## config.mk

```make
export PLATFORM = sky130hd
export DESIGN_NAME = asiocf_regs
export DESIGN_NICKNAME = d
export VERILOG_FILES = /design/src/asiocf_pkg.sv /design/src/asiocf_conv_if.sv /design/src/asiocf_regs.sv /design/src/asiocf_rate_dec.sv /design/src/asiocf_span_dec.sv
export SDC_FILE = /design/constraint.sdc
export NUM_CORES = 1
export LEC_CHECK = 0
export ABC_AREA = 1
export BUFFER_PORTS_ARGS = -buffer_cell sky130_fd_sc_hd__buf_2
export CAP_MARGIN = 10
export CORE_ASPECT_RATIO = 0.5
export CORE_MARGIN = 2
export CORE_UTILIZATION = 50
export CTS_BUF_LIST = sky130_fd_sc_hd__clkbuf_8
export DETAILED_ROUTE_END_ITERATION = 10
export PLACE_DENSITY = 0.8
export RECOVER_POWER = 100
export SETUP_SLACK_MARGIN = 0.05
export SLEW_MARGIN = 10
export SYNTH_ARGS = -nofsm -noshare
export SYNTH_HDL_FRONTEND = slang
export SYNTH_HIERARCHICAL = 1
export SYNTH_SLANG_ARGS = --single-unit
```

## constraint.sdc

```tcl
create_clock -name core_clk -period 2.4 [get_ports core_clk]
set_clock_uncertainty 0.15 [all_clocks]
set_input_delay 0.24 -clock core_clk [delete_from_list [all_inputs] [get_ports core_clk]]
set_output_delay 0.24 -clock core_clk [all_outputs]
set_load 0.01 [all_outputs]
```

## src/asiocf_pkg.sv

```systemverilog
/*
 * Constants shared by the conversion setup and buffer power registers:
 * addresses, reset values, field positions, rate/span/node codes and the
 * one-hot codes of the decoded selections.
 * Assumes a 16-bit register word and 8-bit register addresses.
 */
// Contract
// - Conversion setup register resets to 0x2400: rates 001, spans and nodes zero.
// - Second rate bits 15..13: 000 10, 001 20, 010 1.2k, 011 4.8k, 100 9.6k SPS.
// - First rate bits 12..10 use the same five-code rate encoding.
// - Rate codes 101, 110, 111 select 20 SPS.
// - Rates of codes 000 and 001 give 50/60 Hz rejection; faster rates none.
// - Second span bits 9..7 map seven codes to the seven input spans.
// - Span code 111 selects the 0 V to 12 V span.
// - First span bits 6..4 use the same seven-code span encoding.
// - Channel function writes may overwrite the first span field.
// - Second input select bits 3..2: ext1-gnd, ext2-gnd, ext2-ext1, ground short.
// - First input select bits 1..0: lf-gnd, hf-lf, ext2-ext1, lf-ext1.
// - Channel function writes may overwrite the first input select field.
// - Buffer power register resets to 0x001F; bits 15..5 reserved read-only.
// - Bit 4: ground sense buffer low power at 0, full power at 1.
// - Bit 3 low frequency sense buffer, bit 2 high frequency sense buffer.
// - Bit 1 external sense two buffer, bit 0 external sense one buffer.
// - Channel function writes let the device overwrite conversion setup fields.
`default_nettype none

package asiocf_pkg;
	// ==========================================================
	// register map
	localparam logic [7:0] ADDR_ADC_CFG = 8'h02;
	localparam logic [7:0] ADDR_BUF_PWR = 8'h03;
	localparam logic [15:0] ADC_CFG_RST = 16'h2400;
	localparam logic [15:0] BUF_PWR_RST = 16'h001F;
	localparam logic [15:0] BUF_PWR_MASK = 16'h001F;
	localparam logic [15:0] RD_ZERO = 16'h0000;

	// ==========================================================
	// field layout of the conversion setup register
	localparam int RATE_W = 3;
	localparam int SPAN_W = 3;
	localparam int NODE_W = 2;
	localparam int R2_LSB = 13;
	localparam int R1_LSB = 10;
	localparam int S2_LSB = 7;
	localparam int S1_LSB = 4;
	localparam int N2_LSB = 2;
	localparam int N1_LSB = 0;
	localparam logic [15:0] S1_MASK = 16'h0070;
	localparam logic [15:0] N1_MASK = 16'h0003;

	// ==========================================================
	// buffer power bits
	localparam int BUF_N = 5;
	localparam int BUF_GND = 4;
	localparam int BUF_LF = 3;
	localparam int BUF_HF = 2;
	localparam int BUF_EXT2 = 1;
	localparam int BUF_EXT1 = 0;

	// ==========================================================
	// codes and one-hot selections
	typedef logic [RATE_W-1:0] asiocf_rate_t;
	typedef logic [SPAN_W-1:0] asiocf_span_t;
	localparam asiocf_rate_t RATE_10 = 3'h0;
	localparam asiocf_rate_t RATE_20 = 3'h1;
	localparam asiocf_rate_t RATE_1K2 = 3'h2;
	localparam asiocf_rate_t RATE_4K8 = 3'h3;
	localparam asiocf_rate_t RATE_9K6 = 3'h4;
	localparam logic [4:0] RSEL_10 = 5'h01;
	localparam logic [4:0] RSEL_20 = 5'h02;
	localparam logic [4:0] RSEL_1K2 = 5'h04;
	localparam logic [4:0] RSEL_4K8 = 5'h08;
	localparam logic [4:0] RSEL_9K6 = 5'h10;
	localparam asiocf_span_t SPAN_0_12V = 3'h0;
	localparam asiocf_span_t SPAN_PM12V = 3'h1;
	localparam asiocf_span_t SPAN_PM2V5 = 3'h2;
	localparam asiocf_span_t SPAN_N2V5_0 = 3'h3;
	localparam asiocf_span_t SPAN_0_2V5 = 3'h4;
	localparam asiocf_span_t SPAN_0_625M = 3'h5;
	localparam asiocf_span_t SPAN_PM104M = 3'h6;
	localparam logic [6:0] SSEL_0_12V = 7'h01;
	localparam logic [6:0] SSEL_PM12V = 7'h02;
	localparam logic [6:0] SSEL_PM2V5 = 7'h04;
	localparam logic [6:0] SSEL_N2V5_0 = 7'h08;
	localparam logic [6:0] SSEL_0_2V5 = 7'h10;
	localparam logic [6:0] SSEL_0_625M = 7'h20;
	localparam logic [6:0] SSEL_PM104M = 7'h40;
	localparam logic [3:0] NSEL_ONE = 4'h1;
endpackage

`default_nettype wire

```

## src/asiocf_conv_if.sv

```systemverilog
/*
 * Carries one conversion's codes to the decoders and the decoded
 * selections back to the register block.
 * Assumes the register block drives the codes from its flip-flops.
 */
`timescale 1ns/1ns
`default_nettype none

interface asiocf_conv_if;
	import asiocf_pkg::*;
	asiocf_rate_t rate_code;
	asiocf_span_t span_code;
	logic [NODE_W-1:0] node_code;
	logic [4:0] rate_sel;
	logic notch;
	logic [6:0] span_sel;
	logic [3:0] node_sel;
	modport rate_dec (input rate_code, output rate_sel, notch);
	modport span_dec (input span_code, node_code, output span_sel, node_sel);
endinterface

`default_nettype wire

```

## src/asiocf_regs.sv

```systemverilog
/*
 * Conversion setup and sense buffer power registers with decoded
 * selections for both conversions and the five buffer power controls.
 * Assumes a register access port on core_clk fed by the serial framing
 * logic, and a pulse from the channel function register with the values
 * that function imposes on the first conversion fields.
 */
`timescale 1ns/1ns
`default_nettype none

module asiocf_regs
	import asiocf_pkg::*;
(
	input wire logic core_clk, // core clock, 250 MHz
	input wire logic nrst, // async reset, active low
	input wire logic reg_wr_en, // register write strobe
	input wire logic reg_rd_en, // register read strobe
	input wire logic [7:0] reg_addr, // register address
	input wire logic [15:0] reg_wdata, // write data
	output logic [15:0] reg_rdata, // read data, registered
	output logic reg_rd_hit, // read hit a mapped register
	input wire logic chfunc_wr, // channel function written
	input wire logic chfunc_span_upd, // overwrite first span
	input wire logic [SPAN_W-1:0] chfunc_span, // new first span
	input wire logic chfunc_sel_upd, // overwrite first input
	input wire logic [NODE_W-1:0] chfunc_input_sel, // new first input
	output logic [15:0] adc_conversion_config, // setup word
	output logic [4:0] first_conversion_rate, // one-hot rate
	output logic [4:0] second_conversion_rate, // one-hot rate
	output logic first_conversion_notch, // 50/60 Hz rejection
	output logic second_conversion_notch, // 50/60 Hz rejection
	output logic [6:0] first_conversion_span, // one-hot span
	output logic [6:0] second_conversion_span, // one-hot span
	output logic [3:0] first_conversion_input_select, // one-hot node
	output logic [3:0] second_conversion_input_select, // one-hot node
	output logic ground_sense_buffer_power, // 1 full power
	output logic low_freq_sense_buffer_power, // 1 full power
	output logic high_freq_sense_buffer_power, // 1 full power
	output logic external_sense_two_buffer_power, // 1 full power
	output logic external_sense_one_buffer_power // 1 full power
);
	// ==========================================================
	// address decode
	wire logic hit_adc;
	wire logic hit_pwr;
	wire logic wr_adc;
	wire logic wr_pwr;
	wire logic rd_adc;
	wire logic rd_pwr;

	assign hit_adc = (reg_addr == ADDR_ADC_CFG);
	assign hit_pwr = (reg_addr == ADDR_BUF_PWR);
	assign wr_adc = reg_wr_en && hit_adc;
	assign wr_pwr = reg_wr_en && hit_pwr;
	assign rd_adc = reg_rd_en && hit_adc;
	assign rd_pwr = reg_rd_en && hit_pwr;

	// ==========================================================
	// conversion setup register
	logic [15:0] adc_cfg_ff;
	wire logic [15:0] nxt_adc_cfg;
	wire logic [15:0] host_adc;
	wire logic [15:0] ovr_mask;
	wire logic [15:0] ovr_val;

	// host writes land first, then the channel function override
	assign host_adc = wr_adc ? reg_wdata : adc_cfg_ff;
	assign ovr_mask = (chfunc_wr && chfunc_span_upd ? S1_MASK : RD_ZERO) |
		(chfunc_wr && chfunc_sel_upd ? N1_MASK : RD_ZERO);
	assign ovr_val = (16'(chfunc_span) << S1_LSB) |
		(16'(chfunc_input_sel) << N1_LSB);
	assign nxt_adc_cfg = (host_adc & ~ovr_mask) |
		(ovr_val & ovr_mask);

	always_ff @(posedge core_clk or negedge nrst) begin
		if (!nrst) begin
			adc_cfg_ff <= ADC_CFG_RST;
		end else begin
			adc_cfg_ff <= nxt_adc_cfg;
		end
	end

	assign adc_conversion_config = adc_cfg_ff;

	// ==========================================================
	// buffer power register, reserved bits are not stored
	logic [BUF_N-1:0] buf_pwr_ff;
	wire logic [BUF_N-1:0] nxt_buf_pwr;

	assign nxt_buf_pwr = wr_pwr ? reg_wdata[BUF_N-1:0] :
		buf_pwr_ff;

	always_ff @(posedge core_clk or negedge nrst) begin
		if (!nrst) begin
			buf_pwr_ff <= BUF_PWR_RST[BUF_N-1:0];
		end else begin
			buf_pwr_ff <= nxt_buf_pwr;
		end
	end

	assign ground_sense_buffer_power = buf_pwr_ff[BUF_GND];
	assign low_freq_sense_buffer_power = buf_pwr_ff[BUF_LF];
	assign high_freq_sense_buffer_power = buf_pwr_ff[BUF_HF];
	assign external_sense_two_buffer_power =
		buf_pwr_ff[BUF_EXT2];
	assign external_sense_one_buffer_power =
		buf_pwr_ff[BUF_EXT1];

	// ==========================================================
	// readback, answered one cycle after the strobe
	logic [15:0] rdata_ff;
	logic rd_hit_ff;
	wire logic [15:0] nxt_rdata;

	assign nxt_rdata = rd_adc ? adc_cfg_ff :
		rd_pwr ? 16'(buf_pwr_ff) : RD_ZERO;

	always_ff @(posedge core_clk or negedge nrst) begin
		if (!nrst) begin
			rdata_ff <= RD_ZERO;
			rd_hit_ff <= 1'b0;
		end else begin
			rdata_ff <= nxt_rdata;
			rd_hit_ff <= rd_adc || rd_pwr;
		end
	end

	assign reg_rdata = rdata_ff;
	assign reg_rd_hit = rd_hit_ff;

	// ==========================================================
	// field extraction, index 0 first conversion, 1 second
	wire logic [1:0][RATE_W-1:0] rate_code;
	wire logic [1:0][SPAN_W-1:0] span_code;
	wire logic [1:0][NODE_W-1:0] node_code;

	assign rate_code[0] = adc_cfg_ff[R1_LSB +: RATE_W];
	assign rate_code[1] = adc_cfg_ff[R2_LSB +: RATE_W];
	assign span_code[0] = adc_cfg_ff[S1_LSB +: SPAN_W];
	assign span_code[1] = adc_cfg_ff[S2_LSB +: SPAN_W];
	assign node_code[0] = adc_cfg_ff[N1_LSB +: NODE_W];
	assign node_code[1] = adc_cfg_ff[N2_LSB +: NODE_W];

	// ==========================================================
	// decoders and registered selections per conversion
	logic [1:0][4:0] rate_sel_ff;
	logic [1:0] notch_ff;
	logic [1:0][6:0] span_sel_ff;
	logic [1:0][3:0] node_sel_ff;

	genvar g;
	generate
		for (g = 0; g < 2; g++) begin : g_conv
			asiocf_conv_if cif();

			assign cif.rate_code = rate_code[g];
			assign cif.span_code = span_code[g];
			assign cif.node_code = node_code[g];

			asiocf_rate_dec u_rate (
				.cif(cif.rate_dec)
			);

			asiocf_span_dec u_span (
				.cif(cif.span_dec)
			);

			always_ff @(posedge core_clk or negedge nrst) begin
				if (!nrst) begin
					rate_sel_ff[g] <= RSEL_20;
					notch_ff[g] <= 1'b1;
					span_sel_ff[g] <= SSEL_0_12V;
					node_sel_ff[g] <= NSEL_ONE;
				end else begin
					rate_sel_ff[g] <= cif.rate_sel;
					notch_ff[g] <= cif.notch;
					span_sel_ff[g] <= cif.span_sel;
					node_sel_ff[g] <= cif.node_sel;
				end
			end
		end
	endgenerate

	assign first_conversion_rate = rate_sel_ff[0];
	assign second_conversion_rate = rate_sel_ff[1];
	assign first_conversion_notch = notch_ff[0];
	assign second_conversion_notch = notch_ff[1];
	assign first_conversion_span = span_sel_ff[0];
	assign second_conversion_span = span_sel_ff[1];
	assign first_conversion_input_select = node_sel_ff[0];
	assign second_conversion_input_select = node_sel_ff[1];
endmodule

`default_nettype wire

```

## src/asiocf_rate_dec.sv

```systemverilog
/*
 * Decodes a conversion rate code into a one-hot rate selection and a
 * mains rejection flag.
 * Assumes codes come from a register on the same clock.
 */
`timescale 1ns/1ns
`default_nettype none

module asiocf_rate_dec
	import asiocf_pkg::*;
(
	asiocf_conv_if.rate_dec cif // codes in, selection out
);
	// unlisted codes fall through to 20 SPS
	assign cif.rate_sel = (cif.rate_code == RATE_10) ? RSEL_10 :
		(cif.rate_code == RATE_1K2) ? RSEL_1K2 :
		(cif.rate_code == RATE_4K8) ? RSEL_4K8 :
		(cif.rate_code == RATE_9K6) ? RSEL_9K6 : RSEL_20;

	// only the two slow rates reject 50/60 Hz
	assign cif.notch = (cif.rate_sel == RSEL_10) ||
		(cif.rate_sel == RSEL_20);
endmodule

`default_nettype wire

```

## src/asiocf_span_dec.sv

```systemverilog
/*
 * Decodes a conversion span code into a one-hot span selection and an
 * input node code into a one-hot node selection.
 * Assumes codes come from a register on the same clock.
 */
`timescale 1ns/1ns
`default_nettype none

module asiocf_span_dec
	import asiocf_pkg::*;
(
	asiocf_conv_if.span_dec cif // codes in, selection out
);
	// code 111 falls through to the 0 V to 12 V span
	assign cif.span_sel = (cif.span_code == SPAN_PM12V) ? SSEL_PM12V :
		(cif.span_code == SPAN_PM2V5) ? SSEL_PM2V5 :
		(cif.span_code == SPAN_N2V5_0) ? SSEL_N2V5_0 :
		(cif.span_code == SPAN_0_2V5) ? SSEL_0_2V5 :
		(cif.span_code == SPAN_0_625M) ? SSEL_0_625M :
		(cif.span_code == SPAN_PM104M) ? SSEL_PM104M :
		SSEL_0_12V;

	// all four node codes are defined
	assign cif.node_sel = NSEL_ONE << cif.node_code;
endmodule

`default_nettype wire

```

======== Word level (Yosys, flattened, before mapping) ========
Index checks and enable logic that the tools add are counted.
Widths: inputs -> output; s select.
word-level totals
  register bits ........................... 72
  latch bits .............................. 0
  bits in writable memories ............... 0
  bits in read-only memories .............. 0
  bits of input ports ..................... 36
  output and inout bits ................... 72
  logic and storage cells ................. 80
  memories kept ........................... 0
cells by class
  add/sub/neg operators ................... 0
  multipliers ............................. 0
  div/mod/pow operators ................... 0
  magnitude comparators ................... 0
  equal/unequal tests ..................... 24
  shift operators ......................... 2
  multiplexer cells ....................... 25
  bitwise logic cells ..................... 6
  reductions and logical operators ........ 11
operator list
  cell                 number
  $mux 7               13
  $mux 5               9
  $mux 16              2
  $eq 3x2->1 const B   8
  $eq 3x3->1 const B   8
  $and 16x16->16       1
  $eq 8x2->1 const B   2
  $not 7->16           1
  $or 16x7->16         1
  $or 7x2->7           2
  $eq 5x1->1 const B   2
  $eq 5x2->1 const B   2
  $shl 1x2->4 const A  2
  $and 7x7->7          1
  $eq 3x1->1 const B   2
  $logic_and 1x1->1    6
  $logic_not 3->1      2
  $logic_or 1x1->1     3
  $mux 2               1

======== Logic depth before layout (Yosys ltp) ========
  word-level depth ........................ 7
  mapped depth ............................ 7

======== By module ========
Netlist, hierarchy kept.
modules (own cells, without submodules)
  module           instances  cells each  area an instance (µm²)
  asiocf_regs      1          208         2528.7
  asiocf_span_dec  2          23          93.8
  asiocf_rate_dec  2          14          60.1

======== Worst setup path before layout ========
Ideal clock, no wire load.
  path kind ............................... input -> register
  from .................................... input port reg_addr[6]
  to ...................................... register adc_cfg_ff[14] (netlist: adc_conversion_config[14])
  library setup time ...................... 0.119 ns
  arrival ................................. 0.893 ns
  path slack .............................. 1.238 ns
  cell stages on the path ................. 6
  path through ............................ inv_2 nand2_1 nor2_2 nand3_4 buf_6 o21a_1
between the ends
  cells in the longest elaborated chain, start to end .. 5
ends and longest elaborated chain
  element               RTL line           RTL
  from (decl)           asiocf_regs.sv:18  input wire logic [7:0] reg_addr,
  $eq 8x2->1            asiocf_regs.sv:51  assign hit_adc = (reg_addr == ADDR_ADC_CFG);
  $logic_and 1x1->1     asiocf_regs.sv:53  assign wr_adc = reg_wr_en && hit_adc;
  $mux 16               asiocf_regs.sv:67  assign host_adc = wr_adc ? reg_wdata : adc_cfg_ff;
  $and 16x16->16        asiocf_regs.sv:72  assign nxt_adc_cfg = (host_adc & ~ovr_mask) |
  $or 16x7->16          asiocf_regs.sv:72
  to (signal assigned)  asiocf_regs.sv:79  adc_cfg_ff <= nxt_adc_cfg;
  to (decl)             asiocf_regs.sv:60  logic [15:0] adc_cfg_ff;
Every way passes these cells.
A chain may end at the register's enable or synchronous reset.

======== Worst setup path after layout ========
  from .................................... input port reg_addr[0]
  to ...................................... register adc_cfg_ff[15] (netlist: adc_conversion_config[15])
Same word-level chain as after synthesis.

==> run_results.csv <==
group,metric,value,unit
synth,synthMuxAreaShare,0,
route,first_pass_iters,4,
final_layout,final_area,3670,sq um
cts,clk_pin_slew_worst_paths,0.07,ns
grt,antenna_found_initial,0,
placed_design,place_area,3420,sq um
critical_path,r2r-start,"adc_conversion_config[13]",
timing,slew_viol_final,0,
final_layout,area_delta_synth_final,29.6,%
floorplan,chipHeight,57.3,um
floorplan,start_util,0.519,
hold_path,min_path_type,"in -> reg",
floorplan,core,5470,sq um
route,wirelength,5970,um
route,drc,0,
synth,yosysTopAreaCell,"dfrtp_1",
timing,fin_crit_sh,0.704,
timing,slew_headroom,0.320,
critical_path,required,2.47,ns
synth,yosysSeqAreaShare,0.642,
synth,ys_ff_latch,72,
route,antenna_left,0,
timing,rsz0062_at_grt,"no",
critical_path,arrival,1.76,ns
placed_design,io_buffer_count,107,
synth,synth_top_family_by_area,"simple AND/OR/NAND/NOR gates",
critical_path,start_kind,"primary input",
cts,clock_latency,0.33,ns
timing,max_freq,592,MHz
synth,syn-num-nets,318,
final_layout,drive_gt1_frac,0.195,
synth,synth-adder-area-share,0,
synth,syn_area_per_cell,10.1,sq um
synth,syn_area,2840,sq um
final_layout,final_common_cell,"clkbuf_1",
cts,cts_buffers,9,
critical_path,startpoint,"reg_addr[0]",
synth,yosysTopAreaCellShare,0.503,
power,power_density,682,nW/um^2
timing,finalCriticalPeriod,1.69,ns
cts,htree_num_levels,3,
job,maxCapViolCount,0,
route,vias,2235,
run_status,status,"completed",
final_layout,mostFrequentLayoutCells,"68 x clkbuf_1, 57 x dfrtp_1, 53 x nand2_1, 44 x inv_1, 39 x buf_2",
synth,yosys_warnings,6,
timing,tightest_slew,1.02,ns
synth,syn-instance-count,282,
cts,cts_max_path_buffers,2,
final_layout,nets,451,
synth,synth_compound_area_frac,0.0468,
final_layout,antenna_cells,0,
route,vias_per_cell,4.53,
cts,cts_tree,"built",
critical_path,crit_type,"in -> reg",
grt,grt-ovfl-total,0,
critical_path,endpoint_kind,"flip-flop",
grt,grt_first_pass_wirelength,9790,um
synth,yosys.area_share.simple,0.229,
floorplan,row_count,19,
synth,synth_cell_type_count,19,
cts,clock-sinks,72,
power,power_leakage,1.94,nW
placed_design,gp_congestion,0.805,
synth,synth.area.top_cells,"dfrtp_1 50%, dfstp_2 14%, nand2_1 6.1%",
timing,finalSetupViolations,0,
grt,grt_max_degree,73,
placed_design,dp_hpwl,4150,um
timing,final.setup.tns,0,ns
floorplan,ios,108,
floorplan,die_area,6330,sq um
route,routedWlPerCell,12.1,um
cts,cts-root-buf,"clkbuf_8",
route,first_iter_violations,47,
grt,grt.total_usage,0.201,
floorplan,dieWidth,111,um
synth,synth-xor-area-share,0,
grt,grt_pass1_vias,2183,
hold_path,min-delay-start,"chfunc_sel_upd",
timing,report.final.hold_viol_count,0,
critical_path,path_max_fanout,27,
power,vdd_drop_max,0.393,mV
==> routing by layer <==
metal | vias to the layer above | wire, um | track usage
met2 | 61 | 3000 | 0.363
met3 | 9 | 314 | 0.0606
met4 | 0 | 87 | 0.0875
met1 | 1045 | 2570 | 0.227
li1 | 1120 | - | -
met5 | - | 0 | 0
==> state kept, by name (all words and copies together), names as in the netlist, named ones only <==
signal / flops
reg_rdata: 16
adc_conversion_config: 11
first_conversion_span: 7
second_conversion_span: 7
buf_pwr_ff: 5
first_conversion_rate: 5
second_conversion_rate: 5
first_conversion_input_select: 4
second_conversion_input_select: 4
first_conversion_notch: 1
reg_rd_hit: 1
second_conversion_notch: 1
==> critical path: stages <==
cell      delay, ns
clkbuf_1       0.08
inv_1          0.08
nand2_1        0.08
nor2_4         0.11
nand3_1        0.71
o21a_1         0.45
==> synth_stat cells <==
master,instances
nor2_2,11
inv_1,42
nand3_1,25
dfrtp_1,57
clkbuf_1,1
nor3_2,2
dfstp_2,15
buf_2,1
buf_4,1
o21a_1,9
nand3_2,1
o21ai_1,13
inv_2,7
nor2_4,3
buf_6,3
nand2_1,46
nand3_4,2
nand2_2,9
nor2_1,34
==> per-stage QoR <==
step | hold WS [ns] | setup WS (ns) | power, W | util | cells
after detailed placement | 0.309 | 0.819 | 0.00161 | 0.626 | 457
after floorplan | -0.206 | 1.24 | 0.00147 | - | 282
after CTS | 0.0745 | 0.934 | 0.00256 | 0.698 | 493
after global placement | 0.305 | 0.890 | 0.00160 | 0.626 | 457
after global routing | 0.0921 | 0.552 | 0.00263 | 0.672 | 493
final | 0.0872 | 0.710 | 0.00251 | 0.672 | 493
==> kinds of logic after synthesis <==
group / count (synthesis)
flip-flops: 72
AO/OA/AOI/OAI: 22
AND/OR/NAND/NOR: 133
buffers and inverters: 55
==> area by class of cell <==
type / count / area [sq um]
Clock inverter: 7 / 72.6
Tap cell: 73 / 91.3
Inverter: 49 / 184
Timing Repair Buffer: 128 / 658
Sequential cell: 72 / 1820
Fill cell: 480 / 1790
Clock buffer: 9 / 124
Multi-Input combinational cell: 155 / 724
==> where the power goes <==
part           switching, W  total [W]  internal, W
sequential        0.0000510    0.00133      0.00128
clock              0.000441   0.000920     0.000479
combinational      0.000151   0.000254     0.000103
==> timing repair <==
item | 4_1_cts | 5_1_grt
endpoints found under the hold margin | 78 | 0
gates resized for setup | 0 | 0
buffers inserted | 0 | 0
hold buffers | 20 | 0
==> path summary, 6_finish.rpt <==
kind,to,slack [ns],depth (start not counted)
hold / removal,flip-flop,0.09,4
min in group asynchronous,adc_conversion_config[2],0.47,3
max in group asynchronous,adc_conversion_config[15],1.07,3
setup reg to reg,second_conversion_notch,1.28,4
hold reg to reg,buf_pwr_ff[0],0.37,2
setup / recovery,adc_conversion_config[15],0.71,6
No activity file was read; power rests on OpenSTA's default activity.
